[config.mk]
export PLATFORM = sky130hd
export DESIGN_NAME = ocfc_channel
export DESIGN_NICKNAME = d
export VERILOG_FILES = /design/src/logic/ocfc_pkg.sv /design/src/logic/ocfc_channel.sv /design/src/logic/ocfc_divider.sv
export SDC_FILE = /design/constraint.sdc
export NUM_CORES = 1
export LEC_CHECK = 0
export ABC_CLOCK_PERIOD_IN_PS = 3100
export BUFFER_PORTS_ARGS = -buffer_cell sky130_fd_sc_hd__buf_2
export CORE_MARGIN = 5
export CORE_UTILIZATION = 52
export CTS_BUF_LIST = sky130_fd_sc_hd__clkbuf_4 sky130_fd_sc_hd__clkbuf_8
export DETAILED_ROUTE_END_ITERATION = 10
export PLACE_DENSITY = 0.82
export SETUP_SLACK_MARGIN = 0.15
export SLEW_MARGIN = 20
export SYNTH_ARGS = -nofsm -noshare
export SYNTH_HDL_FRONTEND = slang
export SYNTH_SLANG_ARGS = --single-unit
export TNS_END_PERCENT = 50
[constraint.sdc]
create_clock -name aclk -period 3.1 [get_ports aclk]
set_input_delay 0.31 -clock aclk [delete_from_list [all_inputs] [get_ports aclk]]
set_output_delay 0.31 -clock aclk [all_outputs]
set_load 0.1 [all_outputs]
[src/logic/ocfc_pkg.sv]
// Package: register map, field layout, reset values and codes of the channel four clock control
package ocfc_pkg;

  // ****************************************************************
  // Register indices (byte address is four times the index)
  // ****************************************************************
  localparam logic [5:0] OCFC_IDX_CONTROL = 6'h25; // Source, format and drive modes
  localparam logic [5:0] OCFC_IDX_DIVIDER = 6'h26; // Output divider code
  localparam logic [5:0] OCFC_IDX_STATUS = 6'h27; // Live state of the output stage

  // ****************************************************************
  // Field positions inside the control register
  // ****************************************************************
  localparam int OCFC_SRC_LSB = 6; // Source selector [7:6]
  localparam int OCFC_FMT_LSB = 4; // Driver format [5:4]
  localparam int OCFC_MODE_A_LSB = 2; // First mode field [3:2]
  localparam int OCFC_MODE_B_LSB = 0; // Second mode field [1:0]

  // ****************************************************************
  // Field positions inside the status register
  // ****************************************************************
  localparam int OCFC_ST_DIV_ACTIVE = 0; // Divider in the path
  localparam int OCFC_ST_POS_OE = 1; // Positive leg driven
  localparam int OCFC_ST_NEG_OE = 2; // Negative leg driven
  localparam int OCFC_ST_POS = 3; // Positive leg level
  localparam int OCFC_ST_NEG = 4; // Negative leg level

  // ****************************************************************
  // Reset values
  // ****************************************************************
  localparam logic [7:0] OCFC_CONTROL_RST = 8'h18; // Source 0, format 1, mode a 2, mode b 0
  localparam logic [7:0] OCFC_DIVIDER_RST = 8'h02; // Divide by three

  // ****************************************************************
  // Tail current figures in mA and bus response codes
  // ****************************************************************
  localparam logic [4:0] OCFC_TAIL_4MA = 5'h04;
  localparam logic [4:0] OCFC_TAIL_6MA = 5'h06;
  localparam logic [4:0] OCFC_TAIL_8MA = 5'h08;
  localparam logic [4:0] OCFC_TAIL_16MA = 5'h10;
  localparam logic [4:0] OCFC_TAIL_NONE = 5'h00;
  localparam logic [1:0] OCFC_RESP_OKAY = 2'h0;
  localparam logic [1:0] OCFC_RESP_SLVERR = 2'h2;
  localparam logic [1:0] OCFC_LOAD_TRISTATE = 2'h0; // Load code when no HCSL load applies

  // ****************************************************************
  // Enumerations
  // ****************************************************************
  typedef enum logic [1:0] {
    OCFC_SRC_SYNTH_FIRST = 2'h0,
    OCFC_SRC_SYNTH_SECOND = 2'h1,
    OCFC_SRC_REF_PRIMARY = 2'h2,
    OCFC_SRC_REF_SECONDARY = 2'h3
  } ocfc_src_t;

  typedef enum logic [1:0] {
    OCFC_FMT_OFF = 2'h0,
    OCFC_FMT_AC_DIFF = 2'h1,
    OCFC_FMT_HCSL = 2'h2,
    OCFC_FMT_CMOS = 2'h3
  } ocfc_fmt_t;

  // Single-ended leg coding, shared by both mode fields
  typedef enum logic [1:0] {
    OCFC_LEG_TRISTATE = 2'h0,
    OCFC_LEG_LOW = 2'h1,
    OCFC_LEG_INVERTED = 2'h2,
    OCFC_LEG_TRUE = 2'h3
  } ocfc_leg_t;

endpackage

[src/logic/ocfc_channel.sv]
// Channel four clock output control: AXI4-Lite registers, source mux, divider and leg drive
//
// The AXI4-Lite interface to the registers is this design's own decision.
module ocfc_channel #(
  parameter int ADDR_W = 8,
  parameter int DIV_W = 8
) (
  input wire logic aclk,
  input wire logic aresetn,
  // AXI4-Lite slave
  input wire logic [ADDR_W-1:0] s_axi_awaddr,
  input wire logic [2:0] s_axi_awprot,
  input wire logic s_axi_awvalid,
  output logic s_axi_awready,
  input wire logic [31:0] s_axi_wdata,
  input wire logic [3:0] s_axi_wstrb,
  input wire logic s_axi_wvalid,
  output logic s_axi_wready,
  output logic [1:0] s_axi_bresp,
  output logic s_axi_bvalid,
  input wire logic s_axi_bready,
  input wire logic [ADDR_W-1:0] s_axi_araddr,
  input wire logic [2:0] s_axi_arprot,
  input wire logic s_axi_arvalid,
  output logic s_axi_arready,
  output logic [31:0] s_axi_rdata,
  output logic [1:0] s_axi_rresp,
  output logic s_axi_rvalid,
  input wire logic s_axi_rready,
  // Candidate clock sources, sampled as levels
  input wire logic first_synthesizer_clk,
  input wire logic second_synthesizer_clk,
  input wire logic primary_reference_clk,
  input wire logic secondary_reference_clk,
  // Output stage
  output logic out_pos,
  output logic out_pos_oe,
  output logic out_neg,
  output logic out_neg_oe,
  output ocfc_pkg::ocfc_fmt_t driver_format,
  output logic [4:0] tail_current_ma,
  output logic [1:0] hcsl_load_code,
  output logic divider_active
);
  import ocfc_pkg::*;

  // ****************************************************************
  // Declarations
  // ****************************************************************
  logic [7:0] output_four_control_q; // Control register
  logic [7:0] output_four_divider_q; // Divider register
  logic aw_full_q; // Write address held
  logic w_full_q; // Write data held
  logic aw_full_d;
  logic w_full_d;
  logic [5:0] aw_idx_q; // Held write index
  logic aw_ok_q; // Held write address is mapped
  logic [7:0] w_byte_q; // Held low data byte
  logic w_lane_q; // Low byte lane enabled
  logic bvalid_d;
  logic rvalid_d;
  logic aw_take;
  logic w_take;
  logic ar_take;
  logic do_write; // Both halves of a write present
  logic [5:0] ar_idx;
  ocfc_src_t channel_four_source_select; // Field views of the control register
  ocfc_fmt_t fmt;
  logic [1:0] channel_four_drive_mode_a;
  logic [1:0] channel_four_drive_mode_b;
  logic synth_src; // Source is one of the synthesizers
  logic src_level; // Selected source level
  logic div_clk; // Divider output
  logic [7:0] status_word;

  assign channel_four_source_select = ocfc_src_t'(output_four_control_q[OCFC_SRC_LSB +: 2]);
  assign fmt = ocfc_fmt_t'(output_four_control_q[OCFC_FMT_LSB +: 2]);
  assign channel_four_drive_mode_a = output_four_control_q[OCFC_MODE_A_LSB +: 2];
  assign channel_four_drive_mode_b = output_four_control_q[OCFC_MODE_B_LSB +: 2];

  // ****************************************************************
  // Write channels
  // ****************************************************************
  assign aw_take = s_axi_awvalid & s_axi_awready;
  assign w_take = s_axi_wvalid & s_axi_wready;
  // Address and data may come in either order; the write lands once both are held
  assign do_write = aw_full_q & w_full_q;
  assign aw_full_d = (aw_full_q & ~do_write) | aw_take;
  assign w_full_d = (w_full_q & ~do_write) | w_take;
  assign bvalid_d = (s_axi_bvalid & ~s_axi_bready) | do_write;

  // Handshake flags and ready outputs; ready is low while a response waits
  always_ff @(posedge aclk) begin
    if (!aresetn) begin
      aw_full_q <= 1'b0;
      w_full_q <= 1'b0;
      s_axi_awready <= 1'b0;
      s_axi_wready <= 1'b0;
      s_axi_bvalid <= 1'b0;
    end else begin
      aw_full_q <= aw_full_d;
      w_full_q <= w_full_d;
      s_axi_awready <= ~aw_full_d & ~bvalid_d;
      s_axi_wready <= ~w_full_d & ~bvalid_d;
      s_axi_bvalid <= bvalid_d;
    end
  end

  // Capture of address and data as each is taken
  always_ff @(posedge aclk) begin
    if (!aresetn) begin
      aw_idx_q <= 6'h00;
      aw_ok_q <= 1'b0;
      w_byte_q <= 8'h00;
      w_lane_q <= 1'b0;
    end else begin
      if (aw_take) begin
        aw_idx_q <= s_axi_awaddr[ADDR_W-1:2];
        // Status is read-only but answers OKAY; writes there are dropped
        aw_ok_q <= (s_axi_awaddr[ADDR_W-1:2] == OCFC_IDX_CONTROL) ||
                   (s_axi_awaddr[ADDR_W-1:2] == OCFC_IDX_DIVIDER) ||
                   (s_axi_awaddr[ADDR_W-1:2] == OCFC_IDX_STATUS);
      end
      if (w_take) begin
        w_byte_q <= s_axi_wdata[7:0];
        w_lane_q <= s_axi_wstrb[0];
      end
    end
  end

  // Write response: unmapped addresses get SLVERR
  always_ff @(posedge aclk) begin
    if (!aresetn) begin
      s_axi_bresp <= OCFC_RESP_OKAY;
    end else if (do_write) begin
      s_axi_bresp <= aw_ok_q ? OCFC_RESP_OKAY : OCFC_RESP_SLVERR;
    end
  end

  // ****************************************************************
  // Configuration registers
  // ****************************************************************
  // Only byte lane 0 carries register bits; other lanes are ignored
  always_ff @(posedge aclk) begin
    if (!aresetn) begin
      output_four_control_q <= OCFC_CONTROL_RST;
      output_four_divider_q <= OCFC_DIVIDER_RST;
    end else if (do_write && w_lane_q) begin
      if (aw_idx_q == OCFC_IDX_CONTROL) begin
        output_four_control_q <= w_byte_q;
      end
      if (aw_idx_q == OCFC_IDX_DIVIDER) begin
        output_four_divider_q <= w_byte_q;
      end
    end
  end

  // ****************************************************************
  // Read channel
  // ****************************************************************
  assign ar_take = s_axi_arvalid & s_axi_arready;
  assign rvalid_d = (s_axi_rvalid & ~s_axi_rready) | ar_take;
  assign ar_idx = s_axi_araddr[ADDR_W-1:2];
  assign status_word = {3'h0, out_neg, out_pos, out_neg_oe, out_pos_oe, divider_active};

  // One read in flight; data is latched with the address
  always_ff @(posedge aclk) begin
    if (!aresetn) begin
      s_axi_arready <= 1'b0;
      s_axi_rvalid <= 1'b0;
      s_axi_rdata <= 32'h0000_0000;
      s_axi_rresp <= OCFC_RESP_OKAY;
    end else begin
      s_axi_arready <= ~rvalid_d;
      s_axi_rvalid <= rvalid_d;
      if (ar_take) begin
        // Upper 24 bits always read as zero
        case (ar_idx)
          OCFC_IDX_CONTROL: begin
            s_axi_rdata <= {24'h00_0000, output_four_control_q};
            s_axi_rresp <= OCFC_RESP_OKAY;
          end
          OCFC_IDX_DIVIDER: begin
            s_axi_rdata <= {24'h00_0000, output_four_divider_q};
            s_axi_rresp <= OCFC_RESP_OKAY;
          end
          OCFC_IDX_STATUS: begin
            s_axi_rdata <= {24'h00_0000, status_word};
            s_axi_rresp <= OCFC_RESP_OKAY;
          end
          default: begin
            s_axi_rdata <= 32'h0000_0000;
            s_axi_rresp <= OCFC_RESP_SLVERR;
          end
        endcase
      end
    end
  end

  // ****************************************************************
  // Source selection and divider
  // ****************************************************************
  always_comb begin
    case (channel_four_source_select)
      OCFC_SRC_SYNTH_FIRST: src_level = first_synthesizer_clk;
      OCFC_SRC_SYNTH_SECOND: src_level = second_synthesizer_clk;
      OCFC_SRC_REF_PRIMARY: src_level = primary_reference_clk;
      default: src_level = secondary_reference_clk;
    endcase
  end

  assign synth_src = (channel_four_source_select == OCFC_SRC_SYNTH_FIRST) ||
                     (channel_four_source_select == OCFC_SRC_SYNTH_SECOND);

  ocfc_divider #(
    .DIV_W(DIV_W)
  ) u_divider (
    .aclk(aclk),
    .aresetn(aresetn),
    .src_level(src_level),
    .ratio_code(output_four_divider_q),
    .bypass(~synth_src),
    .div_clk_q(div_clk)
  );

  // ****************************************************************
  // Output stage
  // ****************************************************************
  // Single-ended leg coding: {enable, level}
  function automatic logic [1:0] leg_drive(input logic [1:0] mode, input logic clk);
    case (ocfc_leg_t'(mode))
      OCFC_LEG_TRISTATE: leg_drive = 2'h0;
      OCFC_LEG_LOW: leg_drive = 2'h2;
      OCFC_LEG_INVERTED: leg_drive = {1'b1, ~clk};
      default: leg_drive = {1'b1, clk};
    endcase
  endfunction

  // Legs follow the divided clock; a format change takes effect next cycle
  always_ff @(posedge aclk) begin
    if (!aresetn) begin
      out_pos <= 1'b0;
      out_pos_oe <= 1'b0;
      out_neg <= 1'b0;
      out_neg_oe <= 1'b0;
    end else begin
      case (fmt)
        OCFC_FMT_OFF: begin
          // Mode fields are ignored while disabled
          out_pos <= 1'b0;
          out_pos_oe <= 1'b0;
          out_neg <= 1'b0;
          out_neg_oe <= 1'b0;
        end
        OCFC_FMT_CMOS: begin
          {out_pos_oe, out_pos} <= leg_drive(channel_four_drive_mode_a, div_clk);
          {out_neg_oe, out_neg} <= leg_drive(channel_four_drive_mode_b, div_clk);
        end
        default: begin
          // Differential pair, complementary legs
          out_pos <= div_clk;
          out_pos_oe <= 1'b1;
          out_neg <= ~div_clk;
          out_neg_oe <= 1'b1;
        end
      endcase
    end
  end

  // Analog settings presented to the driver
  always_ff @(posedge aclk) begin
    if (!aresetn) begin
      driver_format <= OCFC_FMT_AC_DIFF;
      tail_current_ma <= OCFC_TAIL_NONE;
      hcsl_load_code <= OCFC_LOAD_TRISTATE;
      divider_active <= 1'b0;
    end else begin
      driver_format <= fmt;
      divider_active <= synth_src;
      hcsl_load_code <= (fmt == OCFC_FMT_HCSL) ? channel_four_drive_mode_b : OCFC_LOAD_TRISTATE;
      if (fmt == OCFC_FMT_AC_DIFF || fmt == OCFC_FMT_HCSL) begin
        case (channel_four_drive_mode_a)
          2'h0: tail_current_ma <= OCFC_TAIL_4MA;
          2'h1: tail_current_ma <= OCFC_TAIL_6MA;
          2'h2: tail_current_ma <= OCFC_TAIL_8MA;
          default: tail_current_ma <= (fmt == OCFC_FMT_HCSL) ? OCFC_TAIL_16MA : OCFC_TAIL_8MA;
        endcase
      end else begin
        tail_current_ma <= OCFC_TAIL_NONE;
      end
    end
  end
endmodule // ocfc_channel

[src/logic/ocfc_divider.sv]
// Output divider for channel four: divide by code plus one, or pass the source through
module ocfc_divider #(
  parameter int DIV_W = 8
) (
  input wire logic aclk,
  input wire logic aresetn,
  input wire logic src_level,
  input wire logic [DIV_W-1:0] ratio_code,
  input wire logic bypass,
  output logic div_clk_q
);
  import ocfc_pkg::*;

  logic src_prev_q; // Source level of the last cycle
  logic [DIV_W-1:0] cnt_q; // Source rising edges since wrap
  logic [DIV_W-1:0] cnt_d;
  logic [DIV_W-1:0] half; // Edge count at which the output drops
  logic src_rise;

  assign src_rise = src_level & ~src_prev_q;
  assign half = DIV_W'(({1'b0, ratio_code} + {{DIV_W{1'b0}}, 1'b1}) >> 1);
  // A code lowered below the count wraps at once instead of running round
  assign cnt_d = (cnt_q >= ratio_code) ? '0 : DIV_W'(cnt_q + 1'b1);

  // ****************************************************************
  // Edge detect
  // ****************************************************************
  always_ff @(posedge aclk) begin
    if (!aresetn) begin
      src_prev_q <= 1'b0;
    end else begin
      src_prev_q <= src_level;
    end
  end

  // ****************************************************************
  // Counter and output level
  // ****************************************************************
  always_ff @(posedge aclk) begin
    if (!aresetn) begin
      cnt_q <= '0;
      div_clk_q <= 1'b0;
    end else if (bypass || ratio_code == '0) begin
      // Reference source, or ratio 1: follow the source level
      cnt_q <= '0;
      div_clk_q <= src_level;
    end else if (src_rise) begin
      // Odd ratios give a short high phase; the period is exact
      cnt_q <= cnt_d;
      div_clk_q <= (cnt_d < half);
    end
  end
endmodule // ocfc_divider

==> results of run 1 <==
[layout make-up]
cell class | count | area share
Clock buffer | 10 | 0.03270
Tap cell | 80 | 0.02378
Clock inverter | 6 | 0.02735
Sequential cell | 72 | 0.3424
Timing Repair Buffer | 73 | 0.09512
Inverter | 16 | 0.01427
Multi-Input combinational cell | 324 | 0.4643
[cell usage in the layout, fill, tap and decap left out, types with 6 or more instances in the layout]
| cell type | Yosys | routed |
|---|---|---|
| clkbuf_8 | 0 | 10 |
| xnor2_1 | 9 | 9 |
| nand2_1 | 50 | 50 |
| nand2b_1 | 6 | 6 |
| mux2i_1 | 14 | 14 |
| inv_1 | 16 | 16 |
| a22oi_1 | 8 | 8 |
| nor2_1 | 56 | 56 |
| ha_1 | 21 | 21 |
| buf_2 | 4 | 59 |
| buf_4 | 27 | 14 |
| dfxtp_1 | 72 | 72 |
| a21oi_1 | 38 | 37 |
| nand3_1 | 23 | 23 |
| conb_1 | 1 | 27 |
[through the flow]
stage | hold slack (ns) | instance area (um2) | instances
2_1_floorplan | 0.4243 | 3705 | 457
3_3_place_gp | 0.4404 | 3911 | 562
3_5_place_dp | 0.4496 | 3911 | 562
4_1_cts | 0.1886 | 4173 | 578
5_1_grt | 0.1768 | 4209 | 581
6_report | 0.1924 | 4209 | 581
[final timing paths]
| path | slack (ns) | end | cells past startpoint | startpoint |
|---|---|---|---|---|
| worst max register to register | 0.38 | u_divider.div_clk_q | 11 | output_four_divider_q[1] |
| worst min register to register | 0.46 | aw_idx_q[4] | 2 | aw_idx_q[4] |
| worst min-delay path | 0.19 | w_byte_q[1] | 3 | s_axi_wdata[1] |
| worst max-delay path | 0.38 | u_divider.div_clk_q | 11 | output_four_divider_q[1] |
[per-layer routing]
metal | up-vias | routed length [um]
met2 | 96 | 4324
met3 | 20 | 498
met5 | - | 0
met1 | 1443 | 3337
met4 | 0 | 222
li1 | 1566 | -
[cell families (layout without fill, tap and decap cells)]
group                    count (synthesis)  in the layout  share of synthesized area
AO/OA/AOI/OAI                           73             74                     0.1256
other                                    1             27                   0.001040
AND/OR/NAND/NOR                        170            170                     0.2171
flip-flops                              72             72                     0.3996
XOR/XNOR                                12             12                    0.02914
multiplexers                            20             20                    0.06070
adder cells (fa/ha/maj)                 21             21                    0.07284
buffers and inverters                   62            105                    0.09400
[worst register-to-register path: cells and delay by family, from the launching register on]
kind	cells	cell delay, ns
flops	1	0.39
fa+ha+maj	2	0.40
compound gates	4	0.81
simple gates	4	0.90
buf+inv	1	0.13
[flip-flops by register name (all words and copies together) (netlist names), 2 cells and up]
register,flops
tail_current_ma,4
hcsl_load_code,2
u_divider.cnt_q,8
s_axi_rdata,8
output_four_control_q,8
aw_idx_q,6
output_four_divider_q,8
w_byte_q,8
driver_format,2
[power breakdown]
part	internal, uW	total [uW]	switching, uW
Clock	561	934	373
Sequential	951	974	23.3
Combinational	66.5	373	306
Total	1580	2280	703
[timing repair]
action,CTS,global route
pin swaps,0,1
gates cloned,0,1
gates resized for setup,1,2
setup endpoints to repair,1,1
buffers inserted,0,2
==> metrics, run 1 <==
status complete, no violations; # H-tree levels 3; Layout fillers 570; EDFF count, synth 0; IO buf count a little under 60; minimum clock period between 2 and 3 ns; via/cell ratio 5.379; setup TNS 0 ns; sequential-to-total area share from yosys stat 0.3996; worst path cell trace inv_1 -> ha_1 -> or4_1 -> a21oi_2 -> o31ai_4 -> nor2_1 -> ha_1 -> nand4_1 -> a211oi_2 -> nand3_1 -> a32o_1; Synth Instances ~430; CP max FO 6; GRT Overall Usage 0.1975; ys async rst share 0; Initial DRC Count roughly 150; antenna violations before repair 0; most frequent CP cell ha_1; Util after Layout 0.6230; wire length of the first global-routing pass 13590 um; vias in the first global route 2985; Slew @ Worst Pin 0.9228 ns; DR DRC count 0; pin count of the biggest net entering global routing 33; Mapped Avg Cell Area 8.369 um2; IR Drop Worst-Case VDD 0.4383 mV; CTS root buf clkbuf_8; Clock transition at path regs 0.08 ns; CP required 3.36 ns; multi-input logic area 0.001954 mm2; Rows 30; CP endpoint kind flip-flop; Final WS setup 0.3837 ns; Hold Buf Count CTS 0; core area between 0.006 and 0.007 mm2; area leader, netlist dfxtp_1; clock skew 0.01111 ns; CP top delay family simple AND/OR/NAND/NOR gates; Most used DFF post-synth dfxtp_1; Yosys warnings 0; synth unique cells 48; gr ovfl total 0; Via Count approximately 3100; TritonCTS Buffers 9; # diodes 0; Die H between 90 and 100 um; Clock Tree Buf Depth 2; period utilization 0.8762; total power divided by cell area 541.9 mW/mm2; Top Usage Layer GRT met2; Tot Pwr 2281 uW; critical path class flip-flop to flip-flop; routability cong. around 0.89; FF+latch count, synth 72; RSZ-0062 raised after global routing false; nets@finish 586; met3 Usage GRT 0.04425; Slew HR 0.3841; TritonCTS clock tree built; Pre-Repair DR Iteration Count 5; wire per inst ~14 um; Synth top cells by count dfxtp_1, nor2_1, nand2_1; Die X ~93 um; Max Clock Freq 368.1 MHz; clk sink count 72; P_leak about 0.0018 uW; layout cells sized above 1 0.2036; worst slack, placed about 0.11 ns; Ports around 120; GRT met2 Usage 0.3490; max-cap violation count 0; Hold/Removal Path Class input pin to flip-flop; Slew Limit Fails 0; Antenna Nets Post-Route 0; P&R area growth vs syn 16.68%; routed wire length 8383 um; Mapped Area 0.003607 mm2; final setup violating endpoints 0; slowest cell on the critical path or4_1; leading cell type by number of instances after synthesis dfxtp_1; Final Hold Fails 0; Register Area 0.001441 mm2; Yosys top cell area share 0.3996; worst skew pair latency 0.36 ns; CP Data Arrival Time 2.97 ns; full die area 0.008703 mm2; Area contributors post-synth dfxtp_1, ha_1, nor2_1; initial core utilization 0.5339; Worst Path Buf+Inv 1; met1 Use GR 0.2229; Worst path max stage delay 0.49 ns; CP Launch Type flip-flop; post-DP HPWL 6218 um
No activity file was read; power rests on OpenSTA's default activity.
==> run 2: changes to the inputs <==
--- a/config.mk
+++ b/config.mk
@@ -6,4 +6,5 @@
 export NUM_CORES = 1
 export LEC_CHECK = 0
+export ABC_AREA = 1
 export ABC_CLOCK_PERIOD_IN_PS = 3100
 export BUFFER_PORTS_ARGS = -buffer_cell sky130_fd_sc_hd__buf_2
==> constraint.sdc (replaced) <==
create_clock -name aclk -period 3.1 [get_ports aclk]
set_input_delay 0.31 -clock aclk [delete_from_list [all_inputs] [get_ports aclk]]
set_output_delay 0.31 -clock aclk [all_outputs]
set_load 0.005 [all_outputs]
==> run 2 against run 1 <==
Compared with the run above: clock skew down 0.0063 ns; count of clock-buffer cells in the layout did not move; via count increased by 4.3%; synthesized cell count grew 9.7%; largest cell class unchanged; wire length is 0.26% lower; critical endpoint unchanged.
==> metrics, run 2 <==
status complete, no violations; Slew HR 0.5782 (+0.1941); RSZ-0062 raised after global routing false; vias in the first global route 2973 (-0.40%); area leader, netlist dfxtp_1; sequential-to-total area share from yosys stat 0.4008 (+0.001251); via/cell ratio 5.291 (-1.6%); cts repair resizes 0 (-1); largest family of logic cells by synthesized area compound AO/OA/AOI/OAI gates; Layout fillers 588 (+3.2%); Hold/Removal Path Class input pin to flip-flop; layout cells sized above 1 0.1772 (-0.02635); GRT Overall Usage 0.1949 (-0.002616); clk sink count 72 (unchanged); final setup violating endpoints 0 (unchanged); Initial DRC Count 288 (+91%); wire length of the first global-routing pass 13370 um (-1.6%); Most used DFF post-synth dfxtp_1; most frequent CP cell nand2_1; Die X 93.16 um (-0.14%); multi-input logic area 0.001725 mm2 (-12%); Post-Synth Simple-Gate Area 0.1705 (-0.04664); leading cell type by number of instances after synthesis dfxtp_1; commonest non-fill, non-tap cell in the layout dfxtp_1; Rows 30 (unchanged); CP required 3.40 ns (+0.04 ns); setup TNS 0 ns (unchanged); worst skew pair latency 0.35 ns (about the same); max-cap violation count 0 (unchanged); IR Drop Worst-Case VDD 0.3308 mV (-25%); P&R area growth vs syn 12.32%; post-synthesis mux area share 0 (-0.06070); Antenna Nets Post-Route 0 (unchanged); Mapped Avg Cell Area 7.602 um2 (-9.2%); most frequent cells in the layout dfxtp_1, nand2_1, inv_1, buf_2, a21oi_1; Compound-Gate Fraction of Synth Area 0.1886 (+0.06302); Hold EP w_byte_q[1]; slowest cell on the critical path dfxtp_1; Worst R2R End u_divider.div_clk_q; worst path cell trace inv_2 -> ha_1 -> nand2_1 -> a21oi_1 -> nor2_1 -> nand3_1 -> nor3_1 -> ha_1 -> nand2_1 -> inv_1 -> nand2_1 -> nand2_1 -> nand2_1 -> nand2_1 -> a21oi_2; Hold Buf Count CTS 0 (unchanged); TritonCTS Buffers 9 (unchanged); wire per inst 13.57 um (-5.9%); routability cong. 0.8999 (+1.2%); Worst path max stage delay 0.45 ns (-0.04 ns); Yosys top cell area share 0.4008 (+0.001251); Synth top cells by count dfxtp_1, nand2_1, inv_1; # diodes 0 (unchanged); Slew Limit Fails 0 (unchanged); CP Data Arrival Time 2.89 ns (-0.08 ns); XOR/XNOR share of the synthesized area 0.01949 (-0.009651); Area contributors post-synth dfxtp_1, a21oi_1, ha_1; Clock transition at path regs 0.08 ns (about the same); Mapped Area 0.003596 mm2 (-0.31%); Tot Pwr 1995 uW (-13%); nets@finish 621 (+6.0%); post-DP HPWL 6216 um (about the same); hold depth 3 (unchanged); Register Area 0.001441 mm2 (unchanged); minimum clock period 2.592 ns (-0.1248 ns); DR DRC count 0 (unchanged); antenna violations before repair 0 (unchanged); ys async rst share 0 (unchanged); P_leak 0.001931 uW (+7.7%); CTS root buf clkbuf_8; Ports 124 (unchanged); EDFF count, synth 0 (unchanged); R2R Setup Slk 0.51 ns (+0.12 ns); Die H 93.16 um (-0.14%); Setup crit start output_four_divider_q[5]; fraction of the mapped netlist area in adder cells 0.07307 (+0.0002281); total power divided by cell area 494.0 mW/mm2 (-8.8%); period utilization 0.8360 (-0.04026); Yosys warnings 0 (unchanged); FF+latch count, synth 72 (unchanged); Post CTS Setup Buffer Count 0 (unchanged); core area 0.006756 mm2 (unchanged); Critical R2R Launch output_four_divider_q[5]; hold path start s_axi_wdata[1]; Synth Instances 473 (+9.7%); critical path class flip-flop to flip-flop; TritonCTS clock tree built; gr ovfl total 0 (unchanged); Via Count 3259 (+4.3%); Worst Path Buf+Inv 2 (+1); pin count of the biggest net entering global routing 41 (+24%); Final Hold Fails 0 (unchanged); initial core utilization 0.5322 (-0.001667); CP Launch Type flip-flop; CP Depth 15 (+4); IO buf count 59 (unchanged); Pre-Repair DR Iteration Count 5 (unchanged); Max Clock Freq 385.9 MHz (+4.8%); CP top delay family simple AND/OR/NAND/NOR gates; CP max FO 5 (-1); Clock Tree Buf Depth 2 (unchanged); R2R depth 15 (+4); synth unique cells 37 (-23%); Slew @ Worst Pin 0.6320 ns (-0.2909 ns); clock skew 0.004818 ns (-0.006292 ns); # H-tree levels 3 (unchanged); CP endpoint kind flip-flop; full die area 0.008679 mm2 (-0.28%); routed wire length 8361 um (-0.26%)
-- run 2: metal layers --
| layer | vias to the layer above | track usage | part of all wire |
|---|---|---|---|
| met5 | - | 0 | 0 |
| met4 | 0 | 0.08181 | 0.023 |
| met3 | 22 | 0.05953 | 0.11 |
| met2 | 158 | 0.3101 | 0.45 |
| met1 | 1466 | 0.2444 | 0.42 |
| li1 | 1613 | - | - |
-- run 2: layout make-up --
cell class,count,area share
clock buffers,10,0.03408
clock inverters,6,0.01611
inverters,69,0.06413
multi-input cells,318,0.4272
flip-flops and latches,72,0.3569
well taps,80,0.02478
repair buffers,61,0.07683
-- run 2: worst register-to-register path: stages (launching register included) --
cell     delay [ns]
dfxtp_1        0.45
inv_2          0.09
ha_1           0.32
nand2_1        0.08
a21oi_1        0.06
nor2_1         0.15
nand3_1        0.18
nor3_1         0.42
ha_1           0.34
nand2_1        0.06
inv_1          0.03
nand2_1        0.05
nand2_1        0.07
nand2_1        0.07
nand2_1        0.06
a21oi_2        0.10
-- run 2: report_power, final --
group	leakage, uW	internal (uW)	switching (uW)
Combinational	0.00124	87.2	148
Sequential	0.000588	964	26.8
Clock	0.000103	396	373
-- run 2: through the flow --
| stage | cell area, um2 | instances | utilization | setup WS [ns] | hold WS (ns) |
|---|---|---|---|---|---|
| detailed placement | 3836 | 600 | 0.5678 | 0.6202 | 0.4236 |
| CTS | 4039 | 616 | 0.5978 | 0.5725 | 0.2059 |
| global route | 4039 | 616 | 0.5978 | 0.2689 | 0.2276 |
| floorplan | 3694 | 499 | - | 0.9482 | 0.4061 |
| finish | 4039 | 616 | 0.5978 | 0.5085 | 0.2104 |
| global placement | 3836 | 600 | 0.5678 | 0.6796 | 0.4217 |
-- run 2: worst max path at each step --
stage	end	slack, ns
after global placement	u_divider.div_clk_q	0.68
after detailed placement	u_divider.div_clk_q	0.62
after global routing	u_divider.div_clk_q	0.27
after CTS	u_divider.div_clk_q	0.57
after floorplan	u_divider.div_clk_q	0.95
final	u_divider.div_clk_q	0.51
-- run 2: logic make-up after synthesis --
kind of cell,after synthesis
compound gates,117
other cells,1
simple gates,145
fa+ha+maj,21
flops,72
buf+inv,109
xor+xnor,8
==> run 3: changes to the inputs <==
Settings changed: ABC_CLOCK_PERIOD_IN_PS 3100 to 2200, CORE_UTILIZATION 52 to 47, PLACE_DENSITY 0.82 to 0.79.
Clock period 3.1 ns to 2.2 ns, I/O delays scaled along.
==> run 3 against run 2 <==
Compared with the run above: the run now ends with negative setup slack left; sequential power is 41% higher; sequential share of layout area down 4.6 points; first-iteration DRC count fell by 43%; clock power up 83%; flip-flop and latch count unchanged; final area grew 17%; via count is 5.2% higher; setup slack worse by 0.55 ns; critical path type unchanged; largest cell class unchanged; largest power group is now the clock network.
==> metrics, run 3 (same netlist as run 2, synthesis figures left out) <==
# H-tree levels 3 (unchanged); RSZ-0062 raised after global routing true; post-DP HPWL 6390 um (+2.8%); initial core utilization 0.4879 (-0.04428); Initial DRC Count 164 (-43%); Clock Tree Buf Depth 2 (unchanged); period utilization 1.017 (+0.1814); Antenna Nets Post-Route 0 (unchanged); Final Hold Fails 0 (unchanged); routability cong. 0.9449 (+5.0%); nets@finish 656 (+5.6%); layout cells sized above 1 0.3310 (+0.1538); minimum clock period 2.238 ns (-0.3534 ns); failing checks negative setup slack; slowest cell on the critical path xor2_1; area post-placement 0.003986 mm2 (+3.9%); most frequent cells in the layout nand2_1, buf_2, dfxtp_1, inv_1, a21oi_1; CP max FO 2 (-3); gr ovfl total 0 (unchanged); CP required 2.49 ns (-0.91 ns); core area 0.007370 mm2 (+9.1%); Clock transition at path regs 0.08 ns (about the same); final setup violating endpoints 1 (+1); Worst path max stage delay 0.34 ns (-0.11 ns); GRT Overall Usage 0.1905 (-0.004402); Ports 124 (unchanged); critical path class flip-flop to flip-flop; Critical R2R Launch output_four_divider_q[1]; Top Usage Layer GRT met2; P_leak 0.002177 uW (+13%); R2R depth 12 (-3); pin count of the biggest net entering global routing 40 (-2.4%); Layout Cells excl Fill 670 (+8.8%); max-cap violation count 0 (unchanged); antenna violations before repair 0 (unchanged); setup TNS -0.03816 ns (-0.03816 ns); IR Drop Worst-Case VDD 0.3916 mV (+18%); P&R area growth vs syn 31.25%; Hold Buf Count CTS 0 (unchanged); Die X 97.47 um (+4.6%); worst slack, placed -0.04772 ns (-0.6679 ns); CP endpoint kind flip-flop; wire per inst 14.57 um (+7.3%); full die area 0.009500 mm2 (+9.5%); commonest non-fill, non-tap cell in the layout nand2_1; Worst R2R End u_divider.div_clk_q; hold path start s_axi_awaddr[2]; GRT met2 Usage 0.3047 (-0.005446); clk sink count 72 (unchanged); wire length of the first global-routing pass 14700 um (+10%); Slew HR 0.5474 (-0.03084); placed cells 634 (+5.7%); Slew Limit Fails 0 (unchanged); met1 Use GR 0.2132 (-0.03124); Util after Layout 0.6404 (+0.04263); Final WS setup -0.03816 ns (-0.5466 ns); via/cell ratio 5.115 (-3.3%); Rows 31 (+3.3%); # diodes 0 (unchanged); Die H 97.47 um (+4.6%); CP Launch Type flip-flop; Max Clock Freq 446.8 MHz (+16%); worst path cell trace buf_4 -> ha_1 -> nand3_1 -> nor2_1 -> nand2_1 -> xor2_1 -> ha_4 -> a21oi_2 -> o211ai_1 -> nor2_1 -> nand2_1 -> a21oi_2; Via Count 3427 (+5.2%); Setup crit start output_four_divider_q[1]; Slew @ Worst Pin 0.6782 ns (+0.04621 ns); post-route cell area 0.004720 mm2 (+17%); Hold/Removal Path Class input pin to flip-flop; Pre-Repair DR Iteration Count 5 (unchanged); status complete, but fails checks; IO buf count 59 (unchanged); TritonCTS Buffers 9 (unchanged); R2R Setup Slk -0.04 ns (-0.55 ns); routed wire length 9759 um (+17%); clock skew 0.01144 ns (+0.006623 ns); CP Capture Point u_divider.div_clk_q; worst skew pair latency 0.36 ns (about the same); TritonCTS clock tree built; CTS root buf clkbuf_8; total power divided by cell area 702.5 mW/mm2 (+42%); DR DRC count 0 (unchanged); CP Data Arrival Time 2.53 ns (-0.36 ns); vias in the first global route 3303 (+11%); met3 Usage GRT 0.07394 (+0.01441)
[run 3: changes by cell type in the layout (fill, tap and decap cells not counted), moves of 9 or more]
cell,delta
buf_4,+28
dfxtp_1,-15
dfxtp_2,+12
nand2_1,-9
ha_4,+9
ha_1,-10
inv_1,-9
[run 3: stage by stage]
| step | hold WS, ns | power (uW) |
|---|---|---|
| 2_1_floorplan | 0.3632 | 1681 |
| 3_3_place_gp | 0.4209 | 1742 |
| 3_5_place_dp | 0.4248 | 1760 |
| 4_1_cts | 0.1063 | 3217 |
| 5_1_grt | 0.1289 | 3453 |
| 6_report | 0.1118 | 3315 |
[run 3: area by class of cell]
class                           count  area [um2]
Clock buffer                       10       131.4
Tap cell                           99       123.9
Inverter                           69       271.5
Clock inverter                      6       137.6
Sequential cell                    72        1468
Timing Repair Buffer               96       599.3
Fill cell                         619        2650
Multi-Input combinational cell    318        1988
[run 3: where the power goes]
part	switching (uW)	internal (uW)	leakage [uW]	total [uW]
Combinational	285	222	0.00145	507
Sequential	40.2	1360	0.000595	1400
Clock	521	889	0.000135	1410
[run 3: per-layer routing]
| metal | part of all wire | wire [um] |
|---|---|---|
| met2 | 0.46 | 4490 |
| met5 | 0 | 0 |
| met4 | 0.028 | 273 |
| met1 | 0.41 | 3955 |
| met3 | 0.11 | 1040 |
[run 3: worst min path at each step]
stage                                end  slack, ns  depth (start not counted)
final                        aw_idx_q[0]       0.11                          3
after global routing         aw_idx_q[0]       0.13                          3
after CTS                    aw_idx_q[0]       0.11                          3
after detailed placement  s_axi_bresp[1]       0.42                          1
after global placement    s_axi_bresp[1]       0.42                          1
after floorplan              aw_idx_q[0]       0.36                          2
[run 3: worst max-delay path, delay by kind of cell, from the launching register on]
kind            cells  cell delay, ns
compound gates      3            0.33
xor+xnor            1            0.34
fa+ha+maj           2            0.45
buf+inv             1            0.10
flops               1            0.33
simple gates        5            0.63
[run 3: what timing repair did]
action,CTS,global route
gates resized for setup,28,46
buffers inserted,14,6
pin swaps,13,23
setup endpoints to repair,1,2
